$ cat config.mk
export PLATFORM = sky130hd
export DESIGN_NAME = frp_ctrl
export DESIGN_NICKNAME = d
export VERILOG_FILES = /design/src/design/frp_pkg.sv /design/src/design/frp_unlock_seq.sv /design/src/design/frp_ctrl.sv
export SDC_FILE = /design/constraint.sdc
export NUM_CORES = 1
export LEC_CHECK = 0
export ABC_CLOCK_PERIOD_IN_PS = 5430
export CAP_MARGIN = 20
export CORE_UTILIZATION = 55
export CTS_BUF_LIST = sky130_fd_sc_hd__clkbuf_8
export DETAILED_ROUTE_END_ITERATION = 6
export DONT_BUFFER_PORTS = 1
export GPL_ROUTABILITY_DRIVEN = 1
export PLACE_DENSITY_LB_ADDON = 0.08
export SYNTH_ARGS = -nofsm -noshare
export SYNTH_HDL_FRONTEND = slang
export SYNTH_HIERARCHICAL = 1
export SYNTH_SLANG_ARGS = --single-unit
$ cat constraint.sdc
create_clock -name CLK_SYS -period 5.43 [get_ports CLK_SYS]
set_input_delay 0.543 -clock CLK_SYS [delete_from_list [all_inputs] [get_ports CLK_SYS]]
set_output_delay 0.543 -clock CLK_SYS [all_outputs]
set_load 0.005 [all_outputs]
$ cat src/design/frp_pkg.sv
// Package for the flash rewrite protect control block.
// Assumes a 32-bit AHB-Lite slave with word registers.
package frp_pkg;
    // Register byte offsets
    localparam logic [7:0] OFS_CTRL_STATUS_A = 8'h00;
    localparam logic [7:0] OFS_CTRL_B = 8'h04;
    localparam logic [7:0] OFS_ROM_PROTECT = 8'h08;
    localparam logic [7:0] OFS_CMD = 8'h0C;
    localparam logic [7:0] OFS_CMD_DATA = 8'h10;
    localparam logic [7:0] OFS_PROG_CTRL = 8'h14;
    localparam logic [7:0] OFS_PROG_STAT = 8'h18;
    localparam logic [7:0] OFS_ID_WORD0 = 8'h1C;
    localparam logic [7:0] OFS_ID_WORD1 = 8'h20;
    localparam logic [7:0] OFS_CFG = 8'h24;
    // Field positions of flash_ctrl_status_a
    localparam int BIT_READY = 0;
    localparam int BIT_REWRITE_EN = 1;
    localparam int BIT_LOCK_DIS = 2;
    localparam int BIT_FLASH_STOP = 3;
    localparam int BIT_AREA_SEL = 5;
    localparam int BIT_PROG_ERR = 6;
    localparam int BIT_ERASE_ERR = 7;
    // Field positions of flash_ctrl_b
    localparam int BIT_EW_SEL = 1;
    localparam int BIT_LOCK_RESULT = 6;
    // Protect level field and its open code
    localparam int BIT_PROT_LVL = 6;
    localparam logic [1:0] PROT_OPEN = 2'b11;
    localparam logic [31:0] VEC_ERASED = 32'hFFFF_FFFF;
    // Identification code byte addresses, spaced four apart except eight from the second to the third
    localparam logic [19:0] ID_ADDR_FIRST = 20'hF_FFDF;
    localparam logic [19:0] ID_ADDR_STEP = 20'h0_0004;
    localparam int ID_BYTES = 7;
    // Command codes
    localparam logic [7:0] CMD_READ_ARRAY = 8'hFF;
    localparam logic [7:0] CMD_READ_STATUS = 8'h70;
    localparam logic [7:0] CMD_CLEAR_STATUS = 8'h50;
    localparam logic [7:0] CMD_PROGRAM = 8'h40;
    localparam logic [7:0] CMD_BLOCK_ERASE = 8'h20;
    localparam logic [7:0] CMD_ERASE_ALL = 8'hA7;
    localparam logic [7:0] CMD_LOCK_PROG = 8'h77;
    localparam logic [7:0] CMD_READ_LOCK = 8'h71;
    localparam logic [7:0] CMD_CONFIRM = 8'hD0;
    // Reset values
    localparam logic [7:0] RST_CTRL_A = 8'h01;
    localparam logic [7:0] RST_CTRL_B = 8'h00;
    // Operation length: 10 us at 100 MHz
    localparam int OP_TIME_NS = 10000;
    localparam int CLK_PERIOD_NS = 10;
    localparam logic [15:0] OP_CYCLES = 16'(OP_TIME_NS / CLK_PERIOD_NS);
    localparam int NUM_BLOCKS = 16;
    // Command engine states
    typedef enum logic [3:0] {
        ST_IDLE = 4'b0001,
        ST_SECOND = 4'b0010,
        ST_BUSY = 4'b0100,
        ST_DONE = 4'b1000
    } frp_state_e;
endpackage

$ cat src/design/frp_unlock_seq.sv
// Zero-then-one arming sequence for one protected control bit.
// Assumes write strobes are one-cycle pulses from the bus slave.
`timescale 1ns/1ps
`default_nettype none
module frp_unlock_seq (
    input wire logic clk,
    input wire logic rst,
    input wire logic ce,
    input wire logic wr,
    input wire logic wdata,
    input wire logic allow,
    input wire logic force_clr,
    output logic bit_q
);
    logic armed_r;
    logic bit_r;
    // A 1 counts only right after a written 0, to shield against stray writes
    always_ff @(posedge clk) begin
        if (rst || force_clr) begin
            armed_r <= 1'b0;
            bit_r <= 1'b0;
        end else if (ce && wr) begin
            armed_r <= ~wdata;
            bit_r <= wdata ? (armed_r & allow) | bit_r : 1'b0;
        end
    end
    assign bit_q = bit_r;
endmodule
`default_nettype wire

$ cat src/design/frp_ctrl.sv
// Flash rewrite protect and erase-write control, AHB-Lite register slave.
// Assumes a single master, word transfers, and an external flash array
// model that reports operation failure through a port; lock bits are loaded through the config register.
`timescale 1ns/1ps
`default_nettype none
// Summary of operation
// - Parallel mode blocks flash read, but not rewrite commands, unless protect level is 11b.
// - Serial/CAN mode rejects programmer commands on identification code mismatch.
// - All-ones reset vector skips the identification check, accepts every command.
// - Stored code is seven bytes at fixed addresses spaced four apart, eight between second and third.
// - CPU rewrite only programs or erases the user area, never boot area.
// - Variant one refuses program or erase on the control program block.
// - Variant one refuses erase-all if control block unlocked or lock disabled.
// - After operation: read-status in variant zero, read-array in variant one.
// - Variant one holds the CPU until completion or erase-suspend.
// - Rewrite-enable sets only by writing 0 then 1; then commands accepted.
// - Variant select 0 is zero, 1 is one; needs 0-then-1 after enable.
// - Variant one does not support reading the command status register.
// - Ready flag is 0 while an operation executes, otherwise 1.
// - In boot mode area select 0 reads boot area, 1 accesses user area.
// - Lock disable suspends locks; erase under it unlocks affected blocks.
// - Flash stop resets control, lowers power and denies all accesses.
// - Flash powers down in stop or wait mode and back up on exit.
// - Read-only program and erase error flags show a failed operation.
// - Lock-status read sets result 0 when locked, 1 when unlocked.
// - Rewrite mode forces extra block enable and area expand to 1.
// - Program starts with 40h then data to the same even address.
// - Non-maskable or watchdog request in variant zero resets both registers.
module frp_ctrl
    import frp_pkg::*;
(
    input wire logic CLK_SYS,
    input wire logic RST,
    input wire logic CE,
    input wire logic HSEL,
    input wire logic [31:0] HADDR,
    input wire logic [1:0] HTRANS,
    input wire logic HWRITE,
    input wire logic [2:0] HSIZE,
    input wire logic [31:0] HWDATA,
    input wire logic HREADY,
    output logic [31:0] HRDATA,
    output logic HREADYOUT,
    output logic HRESP,
    input wire logic PARALLEL_MODE,
    input wire logic SERIAL_MODE,
    input wire logic BOOT_MODE,
    input wire logic LOW_POWER_MODE,
    input wire logic NMI_REQ,
    input wire logic WDT_REQ,
    input wire logic ERASE_SUSPEND,
    input wire logic OP_FAIL,
    input wire logic [31:0] RESET_VECTOR,
    input wire logic [55:0] STORED_ID,
    input wire logic [3:0] CTRL_PROG_BLOCK,
    input wire logic [7:0] PM1_SW,
    output logic [7:0] PM1_EFFECTIVE,
    output logic FLASH_READ_EN,
    output logic FLASH_POWER_EN,
    output logic CPU_HOLD,
    output logic READ_STATUS_MODE,
    output logic PROG_CMD_ACCEPT,
    output logic [19:0] ID_FETCH_ADDR
);
    import frp_pkg::*;

    // Bus address phase capture
    logic wr_pend_r;
    logic [7:0] wr_addr_r;
    logic [31:0] rdata_r;
    logic hready_r;
    logic [7:0] rom_protect_r;
    logic [7:0] lock_bits_r;
    logic [15:0] locks_r;
    logic lock_dis_r;
    logic area_sel_r;
    logic flash_stop_r;
    logic prog_err_r;
    logic erase_err_r;
    logic lock_result_r;
    logic read_status_r;
    logic [7:0] cmd1_r;
    logic [3:0] cmd_blk_r;
    logic [15:0] cnt_r;
    logic [55:0] rx_id_r;
    logic [2:0] id_idx_r;
    logic hold_r;
    logic [7:0] pm1_r;
    logic flash_rd_r;
    logic power_r;
    logic accept_r;
    logic [19:0] id_addr_r;
    frp_state_e state_r;
    frp_state_e state_nxt;
    logic rewrite_en;
    logic ew_sel;

    // Decode of write and read accesses
    wire addr_ph = HSEL && HREADY && HTRANS[1];
    wire wr_ce = CE && wr_pend_r;
    wire wr_a = wr_ce && (wr_addr_r == OFS_CTRL_STATUS_A);
    wire wr_b = wr_ce && (wr_addr_r == OFS_CTRL_B);
    wire wr_cmd = wr_ce && (wr_addr_r == OFS_CMD);
    wire wr_data = wr_ce && (wr_addr_r == OFS_CMD_DATA);
    wire wr_pctl = wr_ce && (wr_addr_r == OFS_PROG_CTRL);
    wire wr_id0 = wr_ce && (wr_addr_r == OFS_ID_WORD0);
    wire wr_id1 = wr_ce && (wr_addr_r == OFS_ID_WORD1);
    wire wr_cfg = wr_ce && (wr_addr_r == OFS_CFG);
    wire busy = (state_r == ST_BUSY);
    wire ew1 = ew_sel;
    // Emergency request resets both control registers in variant zero
    wire emerg = (NMI_REQ || WDT_REQ) && rewrite_en && !ew1;
    wire nmi_ew1 = NMI_REQ && rewrite_en && ew1;
    wire ctl_clr = emerg || nmi_ew1 || flash_stop_r;

    // Arming sequences for the two protected bits
    frp_unlock_seq u_rewrite (
        .clk(CLK_SYS),
        .rst(RST),
        .ce(CE),
        .wr(wr_a),
        .wdata(HWDATA[BIT_REWRITE_EN]),
        .allow(1'b1),
        .force_clr(emerg || nmi_ew1),
        .bit_q(rewrite_en)
    );
    frp_unlock_seq u_variant (
        .clk(CLK_SYS),
        .rst(RST),
        .ce(CE),
        .wr(wr_b),
        .wdata(HWDATA[BIT_EW_SEL]),
        .allow(rewrite_en && !BOOT_MODE),
        .force_clr(emerg || nmi_ew1 || !rewrite_en),
        .bit_q(ew_sel)
    );

    // Guards on incoming commands
    wire cmd_ok = rewrite_en && !flash_stop_r && !busy;
    wire user_area = !BOOT_MODE || area_sel_r;
    wire [3:0] tgt_blk = HWDATA[19:16];
    wire blk_locked = !lock_dis_r && !locks_r[tgt_blk];
    wire self_blk = ew1 && (tgt_blk == CTRL_PROG_BLOCK);
    wire eall_bad = ew1 && (locks_r[CTRL_PROG_BLOCK] || lock_dis_r);
    wire is_prog = cmd1_r == CMD_PROGRAM;
    wire is_berase = cmd1_r == CMD_BLOCK_ERASE;
    wire is_eall = cmd1_r == CMD_ERASE_ALL;
    wire is_lprog = cmd1_r == CMD_LOCK_PROG;
    wire is_rlock = cmd1_r == CMD_READ_LOCK;
    wire confirm = HWDATA[7:0] == CMD_CONFIRM;
    // Second cycle: program carries data, others need the confirm code
    wire second_ok = is_prog ? (user_area && !self_blk && !blk_locked)
        : (is_berase ? (confirm && user_area && !self_blk && !blk_locked)
        : (is_eall ? (confirm && user_area && !eall_bad)
        : ((is_lprog || is_rlock) && confirm)));
    wire two_cycle = (HWDATA[7:0] == CMD_PROGRAM) ||
        (HWDATA[7:0] == CMD_BLOCK_ERASE) ||
        (HWDATA[7:0] == CMD_ERASE_ALL) ||
        (HWDATA[7:0] == CMD_LOCK_PROG) ||
        (HWDATA[7:0] == CMD_READ_LOCK);
    wire op_end = busy && ((cnt_r == OP_CYCLES) || (ERASE_SUSPEND && ew1));
    wire id_match = (rx_id_r == STORED_ID);
    wire vec_blank = (RESET_VECTOR == VEC_ERASED);
    wire prot_open = rom_protect_r[BIT_PROT_LVL+:2] == PROT_OPEN;

    // Command engine next state
    always_comb begin
        state_nxt = state_r;
        unique case (state_r)
            ST_IDLE: if (wr_cmd && cmd_ok && two_cycle) state_nxt = ST_SECOND;
            ST_SECOND: if (wr_data || wr_cmd)
                state_nxt = (wr_data && second_ok) ? ST_BUSY : ST_IDLE;
            ST_BUSY: if (op_end) state_nxt = ST_DONE;
            ST_DONE: state_nxt = ST_IDLE;
            default: state_nxt = ST_IDLE;
        endcase
        if (ctl_clr) state_nxt = ST_IDLE;
    end

    // Bus address phase and zero-wait answer
    always_ff @(posedge CLK_SYS) begin
        if (RST) begin
            wr_pend_r <= 1'b0;
            wr_addr_r <= 8'h00;
            hready_r <= 1'b1;
        end else if (CE) begin
            wr_pend_r <= addr_ph && HWRITE;
            wr_addr_r <= HADDR[7:0];
            hready_r <= 1'b1;
        end
    end

    // Read mux; status register read unavailable in variant one
    wire [7:0] reg_a = {erase_err_r, prog_err_r, area_sel_r, 1'b0,
        flash_stop_r, lock_dis_r, rewrite_en, !busy};
    wire [7:0] reg_b = {1'b0, lock_result_r, 4'h0, ew_sel, 1'b0};
    wire [7:0] srd = ew1 ? 8'h00
        : {!busy, 1'b0, erase_err_r, prog_err_r, 4'h0};
    wire [7:0] ra = HADDR[7:0];
    wire [31:0] rd_mux =
        (ra == OFS_CTRL_STATUS_A) ? {24'h00_0000, reg_a} :
        (ra == OFS_CTRL_B) ? {24'h00_0000, reg_b} :
        (ra == OFS_ROM_PROTECT) ? {24'h00_0000, rom_protect_r} :
        (ra == OFS_CMD) ? {24'h00_0000, srd} :
        (ra == OFS_PROG_STAT) ? {28'h000_0000, accept_r, id_idx_r} :
        (ra == OFS_CFG) ? {16'h0000, locks_r} : 32'h0000_0000;
    always_ff @(posedge CLK_SYS) begin
        if (RST) rdata_r <= 32'h0000_0000;
        else if (CE && addr_ph && !HWRITE) rdata_r <= rd_mux;
    end

    // Control bits, flags and command state
    always_ff @(posedge CLK_SYS) begin
        if (RST) begin
            state_r <= ST_IDLE;
            lock_dis_r <= 1'b0;
            area_sel_r <= 1'b0;
            flash_stop_r <= 1'b0;
            prog_err_r <= 1'b0;
            erase_err_r <= 1'b0;
            lock_result_r <= 1'b0;
            read_status_r <= 1'b0;
            cmd1_r <= 8'h00;
            cmd_blk_r <= 4'h0;
            cnt_r <= 16'h0000;
        end else if (CE) begin
            state_r <= state_nxt;
            cnt_r <= busy ? cnt_r + 16'h0001 : 16'h0000;
            if (wr_a) begin
                // Stop bit may be written at any time; others clear on emerg or nmi_ew1
                flash_stop_r <= HWDATA[BIT_FLASH_STOP];
                lock_dis_r <= HWDATA[BIT_LOCK_DIS] && rewrite_en;
                area_sel_r <= HWDATA[BIT_AREA_SEL];
            end else if (emerg || nmi_ew1) begin
                lock_dis_r <= 1'b0;
                area_sel_r <= 1'b0;
            end
            if (wr_cmd && cmd_ok) begin
                cmd1_r <= HWDATA[7:0];
                if (HWDATA[7:0] == CMD_CLEAR_STATUS) begin
                    prog_err_r <= 1'b0;
                    erase_err_r <= 1'b0;
                end
                if (HWDATA[7:0] == CMD_READ_ARRAY) read_status_r <= 1'b0;
                if (HWDATA[7:0] == CMD_READ_STATUS && !ew1)
                    read_status_r <= 1'b1;
            end
            if (wr_data && state_r == ST_SECOND) cmd_blk_r <= tgt_blk;
            // Variant zero enters read-status as an operation starts
            if (state_nxt == ST_BUSY && state_r == ST_SECOND)
                read_status_r <= !ew1;
            if (op_end) begin
                // Failure is sticky until cleared; set wins over clear
                if (is_prog && OP_FAIL) prog_err_r <= 1'b1;
                if ((is_berase || is_eall) && OP_FAIL) erase_err_r <= 1'b1;
                if (is_rlock) lock_result_r <= locks_r[cmd_blk_r];
                read_status_r <= !ew1;
            end
            if (ctl_clr && !wr_a) read_status_r <= 1'b0;
        end
    end

    // Lock bits: lock program locks, erase under lock disable unlocks
    always_ff @(posedge CLK_SYS) begin
        if (RST) locks_r <= 16'h0000;
        else if (CE && wr_cfg) locks_r <= HWDATA[15:0];
        else if (CE && op_end && !OP_FAIL) begin
            if (is_lprog) locks_r[cmd_blk_r] <= 1'b0;
            if (is_berase && lock_dis_r) locks_r[cmd_blk_r] <= 1'b1;
            if (is_eall && lock_dis_r) locks_r <= 16'hFFFF;
        end
    end

    // Protect word and programmer identification path
    always_ff @(posedge CLK_SYS) begin
        if (RST) begin
            rom_protect_r <= 8'hFF;
            rx_id_r <= 56'h00_0000_0000_0000;
            id_idx_r <= 3'h0;
            id_addr_r <= ID_ADDR_FIRST;
        end else if (CE) begin
            if (wr_pctl) rom_protect_r <= HWDATA[7:0];
            // Erasing the protect block reopens parallel access
            if (op_end && is_berase && !OP_FAIL &&
                    cmd_blk_r == CTRL_PROG_BLOCK)
                rom_protect_r <= 8'hFF;
            if (wr_id0) rx_id_r[31:0] <= HWDATA;
            if (wr_id1) rx_id_r[55:32] <= HWDATA[23:0];
            // Walk the seven stored bytes; the third sits one slot further on
            if (SERIAL_MODE) begin
                id_idx_r <= (id_idx_r == 3'(ID_BYTES - 1)) ? 3'h0
                    : id_idx_r + 3'h1;
                id_addr_r <= (id_idx_r == 3'(ID_BYTES - 1)) ? ID_ADDR_FIRST
                    : id_addr_r + ((id_idx_r == 3'h1) ? ID_ADDR_STEP << 1
                    : ID_ADDR_STEP);
            end
        end
    end

    // Registered outputs toward the CPU and flash array
    always_ff @(posedge CLK_SYS) begin
        if (RST) begin
            hold_r <= 1'b0;
            pm1_r <= 8'h00;
            flash_rd_r <= 1'b1;
            power_r <= 1'b1;
            accept_r <= 1'b0;
        end else if (CE) begin
            hold_r <= ew1 && (state_nxt == ST_BUSY);
            pm1_r <= rewrite_en ? (PM1_SW | 8'h09) : PM1_SW;
            flash_rd_r <= !flash_stop_r && !(PARALLEL_MODE && !prot_open)
                && !(state_nxt == ST_BUSY && !ew1);
            power_r <= !flash_stop_r && !LOW_POWER_MODE;
            accept_r <= SERIAL_MODE && (vec_blank || id_match);
        end
    end

    assign HRDATA = rdata_r;
    assign HREADYOUT = hready_r;
    assign HRESP = 1'b0;
    assign PM1_EFFECTIVE = pm1_r;
    assign FLASH_READ_EN = flash_rd_r;
    assign FLASH_POWER_EN = power_r;
    assign CPU_HOLD = hold_r;
    assign READ_STATUS_MODE = read_status_r;
    assign PROG_CMD_ACCEPT = accept_r;
    assign ID_FETCH_ADDR = id_addr_r;
endmodule
`default_nettype wire

# [Yosys cells after proc, flatten, opt, wreduce, memory -nomap -nowiden]
# Cells that the tools add are included.
# W data, S select, Z words.
[totals] reg_bits=199 output_inout_bits=67 elab_cells=251
[op_classes] n_addsub=3 order_cmp=4 n_eq_ne=38 muxes=58 bitwise=7 reduce_logical=112
[op_table] operator="$mux W16" n=15
[op_table] operator="$eq A8 B7 Y1 const B" n=8
[op_table] operator="$logic_and A1 B1 Y1" n=61
[op_table] operator="$eq A56 B56 Y1" n=1
[op_table] operator="$eq A8 B6 Y1 const B" n=5
[op_table] operator="$eq A32 B32 Y1 const B" n=1
[op_table] operator="$eq A8 B5 Y1 const B" n=4
[op_table] operator="$eq A8 B8 Y1 const B" n=4
[op_table] operator="$mux W1" n=26
[op_table] operator="$eq A8 B4 Y1 const B" n=3
[op_table] operator="$mux W4" n=6
[op_table] operator="$mux W8" n=3
[op_table] operator="$add A20 B4 Y20" n=1
[op_table] operator="$mux W20" n=1
[op_table] operator="$logic_not A1 Y1" n=17
[op_table] operator="$logic_or A1 B1 Y1" n=17
[op_table] operator="$add A16 B1 Y16 const B" n=1
[op_table] operator="$and A16 B16 Y16" n=1
[op_table] operator="$eq A16 B10 Y1 const B" n=1
[op_table] operator="$eq A8 B3 Y1 const B" n=2
[op_table] operator="$logic_not A8 Y1" n=2
[op_table] operator="$not A16 Y16" n=1
[op_table] operator="$or A16 B16 Y16" n=1
[op_table] operator="$reduce_and A2 Y1" n=8
[op_table] operator="other kinds (21)" n=32

# [Depth between registers and ports, before layout]
[depth] depth_word=19 mapped_depth=11 depth_no_buf=10

# [Hierarchy]
# Netlist, hierarchy kept.
[modules_own_cells] module="frp_ctrl" n_inst=1 cells_per_inst=1108 area_each_um2=9281.4
[modules_own_cells] module="frp_unlock_seq" n_inst=2 cells_per_inst=8 area_each_um2=95.1

# [Worst setup path before layout]
# No wires, ideal clock.
[synth_path] path_kind="input to register" from="input CTRL_PROG_BLOCK[1]" to="register read_status_r, in the netlist READ_STATUS_MODE" setup_ps=123 arrival_time_ps=2473 required_time_ps=5307 slack_ps=2834 cell_stages=7 path_cell_list="buf_6 mux4_2 mux4_2 o211ai_1 nand3_1 o31ai_1 mux2_1"
[synth_between] elab_chain_len=19
[synth_rtl] element="from (decl)" line="frp_ctrl.sv:55" source="input wire logic [3:0] CTRL_PROG_BLOCK,"
[synth_rtl] element="$bmux W1 S4" line="frp_ctrl.sv:144" source="wire eall_bad = ew1 && (locks_r[CTRL_PROG_BLOCK] || lock_dis_r);"
[synth_rtl] element="$mux W1 (not written as such)" line="frp_ctrl.sv:144"
[synth_rtl] element="$logic_or A1 B1 Y1" line="frp_ctrl.sv:144"
[synth_rtl] element="$logic_and A1 B1 Y1" line="frp_ctrl.sv:144"
[synth_rtl] element="$logic_not A1 Y1" line="frp_ctrl.sv:154" source=": (is_eall ? (confirm && user_area && !eall_bad)"
[synth_rtl] element="$logic_and A1 B1 Y1" line="frp_ctrl.sv:154"
[synth_rtl] element="$mux W1" line="frp_ctrl.sv:154"
[synth_rtl] element="$mux W1" line="frp_ctrl.sv:153" source=": (is_berase ? (confirm && user_area && !self_blk && !blk_locked)"
[synth_rtl] element="[3 not listed]"
[synth_rtl] element="$mux W4 *" line="frp_ctrl.sv:171" source="ST_SECOND: if (wr_data || wr_cmd)"
[synth_rtl] element="$pmux W4 S3 *" line="frp_ctrl.sv:169" source="unique case (state_r)"
[synth_rtl] element="$mux W4 *" line="frp_ctrl.sv:177" source="if (ctl_clr) state_nxt = ST_IDLE;"
[synth_rtl] element="$eq A4 B3 Y1 *" line="frp_ctrl.sv:250" source="if (state_nxt == ST_BUSY && state_r == ST_SECOND)"
[synth_rtl] element="$logic_and A1 B1 Y1 *" line="frp_ctrl.sv:250"
[synth_rtl] element="$mux W1" line="frp_ctrl.sv:250"
[synth_rtl] element="$mux W1" line="frp_ctrl.sv:252" source="if (op_end) begin"
[synth_rtl] element="$mux W1" line="frp_ctrl.sv:259" source="if (ctl_clr && !wr_a) read_status_r <= 1'b0;"
[synth_rtl] element="to (signal assigned)" line="frp_ctrl.sv:251" source="read_status_r <= !ew1;"
[synth_rtl] element="to (signal assigned)" line="frp_ctrl.sv:257" source="read_status_r <= !ew1;"
[synth_rtl] element="to (decl)" line="frp_ctrl.sv:81" source="logic read_status_r;"
# Every way passes the cells marked *; elsewhere a longest branch is shown, timed or not. The select of a mux whose other input is x is not followed.
# A chain may end at the register's enable or synchronous reset.

# [Final worst setup path]
[layout_path] from="register wr_addr_r[7]" to="register prog_err_r"
[layout_between] elab_chain_len=6
[layout_rtl] element="from (decl)" line="frp_ctrl.sv:69" source="logic [7:0] wr_addr_r;"
[layout_rtl] element="from (signal assigned)" line="frp_ctrl.sv:188" source="wr_addr_r <= HADDR[7:0];"
[layout_rtl] element="$eq A8 B4 Y1 *" line="frp_ctrl.sv:103" source="wire wr_cmd = wr_ce && (wr_addr_r == OFS_CMD);"
[layout_rtl] element="$logic_and A1 B1 Y1 *" line="frp_ctrl.sv:103"
[layout_rtl] element="$logic_and A1 B1 Y1 *" line="frp_ctrl.sv:238" source="if (wr_cmd && cmd_ok) begin"
[layout_rtl] element="$mux W1 *" line="frp_ctrl.sv:238"
[layout_rtl] element="$mux W1" line="frp_ctrl.sv:254" source="if (is_prog && OP_FAIL) prog_err_r <= 1'b1;"
[layout_rtl] element="$mux W1 *" line="frp_ctrl.sv:252"
[layout_rtl] element="to (signal assigned)" line="frp_ctrl.sv:219" source="prog_err_r <= 1'b0;"
[layout_rtl] element="to (signal assigned)" line="frp_ctrl.sv:241" source="prog_err_r <= 1'b0;"
[layout_rtl] element="to (signal assigned)" line="frp_ctrl.sv:254"
[layout_rtl] element="to (decl)" line="frp_ctrl.sv:78" source="logic prog_err_r;"
# Every way passes the cells marked *; elsewhere a longest branch is shown, timed or not.

==> results.sh <==
export IMPL_numCtsBuffers=17
export IMPL_r2r_start="wr_addr_r[7]$_SDFFE_PP0P_"
export IMPL_grt_usage_pct=28.57
export IMPL_cts_setup_buffers=0
export IMPL_mostFrequentLayoutCells="dfxtp_1 (182), nor2_1 (148), nand2_1 (140), a21oi_1 (81), xor2_1 (71)"
export IMPL_yosysTopAreaCell="dfxtp_1"
export IMPL_rows=47
export IMPL_io_buffers=0
export IMPL_worstSkewPairLatency_ns=0.47
export IMPL_finalCritPeriodShare_pct=53.15
export IMPL_peakVddDrop_mv=0.1444
export IMPL_grt_pass1_wl_mm=39.47
export IMPL_drive_gt1_share_pct=7.685
export IMPL_crit_fanout=12
export IMPL_hold_path_depth=1
export IMPL_gp_congestion=0.8656
export IMPL_drt_iter0_drc=693
export IMPL_holdBufCountCts=0
export IMPL_final_common_cell="dfxtp_1"
export IMPL_synth_cell_types=81
export IMPL_initial_core_util_pct=56.71
export IMPL_clockRootBuffer="clkbuf_8"
export IMPL_setup_slack_ns=2.544
export IMPL_worstHoldStart="RST"
export IMPL_crit_required_ns=5.79
export IMPL_finalHoldViolCount=0
export IMPL_timing_slew_headroom_pct=29.89
export IMPL_grt_pass1_vias=7326
export IMPL_tightestPinTransition_ns=1.048
export IMPL_power_total_w=0.002444
export IMPL_detail_route_wl_per_cell_um=19.32
export IMPL_drc=0
export IMPL_final_nets=1268
export IMPL_setup_viol=0
export IMPL_critPathLaunchType="flop"
export IMPL_fin_cells=1313
export IMPL_routed_wl_mm=25.37
export IMPL_holdPathEnd="HRDATA[14]$_SDFFE_PP0P_"
export IMPL_synthFlopType="dfxtp_1"
export IMPL_finalClockSkew_ns=0.02182
export IMPL_synthArstFlopShare_pct=0
export IMPL_rsz0062_at_grt="no"
export IMPL_grt_max_degree=154
export IMPL_r2r_cells=7
export IMPL_yosysTopAreaCellShare_pct=38.47
export IMPL_criticalPathCategory="reg2reg"
export IMPL_p_leak_nw=3.765
export IMPL_dr_pass1_iters=6
export IMPL_antenna_found_initial=0
export IMPL_synth_edf_count=0
export IMPL_power_density_mw_per_mm2=249.1
export IMPL_hold_class="in2reg"
export IMPL_avgSynthCellArea_um2=8.427
export IMPL_fp_dieH_um=133.2
export IMPL_end_kind="flop"
export IMPL_cts_sinks=182
export IMPL_syn_inst=1124
export IMPL_yosysSeqAreaShare_pct=38.47
export IMPL_num_vias=7929
export IMPL_ys_top_cells_by_area="dfxtp_1 (38%), xor2_1 (6.6%), nor2_1 (5.9%)"
export IMPL_ant_nets=0
export IMPL_rrSetupSlack_ns=2.54
export IMPL_cts_buffer_depth=2
export IMPL_grt_overflow_total=0
export IMPL_slew_violations=0
export IMPL_vias_per_cell=6.039
export IMPL_finalCriticalPeriod_ns=2.886
export IMPL_path_clk_slew_ns=0.11
export IMPL_synthesis_area_mm2=0.009472
export IMPL_dieArea_mm2=0.01775
export IMPL_cp_arrival_ns=3.24
export IMPL_timing_setup_tns_ns=0
export IMPL_cap_violations=0
export IMPL_postLayoutCoreUtil_pct=58.74
export IMPL_fp_dieW_um=133.2
export IMPL_yosys_warnings=6
export IMPL_cts_resized=0
export IMPL_cts_max_level=4
export IMPL_synth_seq_cells=182
export IMPL_io_pins=250
export IMPL_fmax_mhz=346.5
export IMPL_place_ws_ns=2.345
export IMPL_dp_cells=1280
export IMPL_area_growth_pct=3.567
export IMPL_diodes=0
export IMPL_core_mm2=0.01670
export IMPL_status="complete, no violations"
export IMPL_cts_tree="yes"
export IMPL_hpwl_mm=17.86
export IMPL_critical_path_reg2reg_endpoint="prog_err_r$_SDFFE_PP0P_"
-- worst max-delay path, stage by stage (launching register included) --
cell     delay (ns)
dfxtp_1        0.34
or4_1          0.57
nor3_1         0.34
nand4_1        0.65
nor3_1         0.51
nand3_1        0.16
a22oi_1        0.16
nor2_1         0.06
-- Yosys cell counts, types with 4 or more instances --
| library cell | count |
|---|---|
| dfxtp_1 | 182 |
| nor2_1 | 148 |
| nand2_1 | 140 |
| a21oi_1 | 81 |
| xor2_1 | 71 |
| clkbuf_1 | 52 |
| mux2i_1 | 47 |
| nand3_1 | 40 |
| nor3_1 | 33 |
| o21ai_0 | 28 |
| nor4_1 | 26 |
| nand4_1 | 20 |
| xnor2_1 | 20 |
| buf_4 | 19 |
| inv_1 | 17 |
| a31oi_1 | 14 |
| and3_1 | 14 |
| mux4_2 | 14 |
| or3_1 | 12 |
| a221oi_1 | 11 |
| nor3b_1 | 9 |
| o21bai_1 | 9 |
| buf_2 | 7 |
| nor2b_1 | 6 |
| a211oi_1 | 5 |
| nor4_2 | 5 |
| a221o_1 | 4 |
| ha_1 | 4 |
| nand2b_1 | 4 |
| nor4b_1 | 4 |
-- per-layer routing --
metal	vias up	track usage (%)	wire (um)	share of wire, %
met5	-	0	0	0
met4	0	8.523	416	1.6
met3	28	7.458	2057	8.1
met2	346	46.45	11840	47
met1	3729	37.24	11050	44
li1	3826	-	-	-
-- worst max-delay path by stage --
| stage | startpoint | endpoint | slack, ns | depth (start not counted) |
|---|---|---|---|---|
| after CTS | wr_addr_r[7]$_SDFFE_PP0P_ | prog_err_r$_SDFFE_PP0P_ | 2.53 | 7 |
| after global routing | wr_addr_r[4]$_SDFFE_PP0P_ | prog_err_r$_SDFFE_PP0P_ | 2.26 | 7 |
| after global placement | HADDR[7] | HRDATA[6]$_SDFFE_PP0P_ | 2.35 | 5 |
| after detailed placement | HADDR[7] | HRDATA[6]$_SDFFE_PP0P_ | 2.34 | 5 |
| after floorplan | CTRL_PROG_BLOCK[1] | READ_STATUS_MODE$_SDFFE_PP0P_ | 2.83 | 7 |
| final | wr_addr_r[7]$_SDFFE_PP0P_ | prog_err_r$_SDFFE_PP0P_ | 2.54 | 7 |
-- cell type report --
class	count	area (um^2)
tap	220	275.3
clock buffer	17	234.0
multi-input combinational	857	5373
timing repair buffer	5	37.54
clock inverter	15	182.7
sequential	182	3643
fill	1553	6892
inverter	17	63.81
-- power breakdown --
part / switching, W / internal [W]
registers: 0.0000169 / 0.00135
clock network: 0.000548 / 0.000428
logic: 0.0000494 / 0.0000516
total: 0.000615 / 0.00183
-- metrics by stage --
| stage | hold WS, ns | instance area (um^2) |
|---|---|---|
| 2_1_floorplan | 0.4410 | 9535 |
| 3_3_place_gp | 0.4479 | 9385 |
| 3_5_place_dp | 0.4522 | 9385 |
| 4_1_cts | 0.1122 | 9802 |
| 5_1_grt | 0.1090 | 9809 |
| 6_report | 0.1449 | 9809 |
-- registers in the layout, summed over array words and instances (netlist names), 3 cells and up --
name           count
state_r            4
rx_id_r           56
ID_FETCH_ADDR     19
cmd1_r             8
locks_r           16
cnt_r             16
rom_protect_r      8
id_idx_r           3
PM1_EFFECTIVE      8
cmd_blk_r          4
wr_addr_r          8
HRDATA            16
-- logic make-up (layout without fill, tap and decap cells) --
family	after synthesis	count (layout)	synth area share, %
flip-flops	182	182	38.47
adder cells (fa/ha/maj)	5	5	0.7398
buffers and inverters	102	54	5.588
AND/OR/NAND/NOR	492	492	25.51
other	2	19	0.07929
multiplexers	64	64	8.653
AO/OA/AOI/OAI	186	186	12.55
XOR/XNOR	91	91	8.415
(Power assumes the default switching activity.)
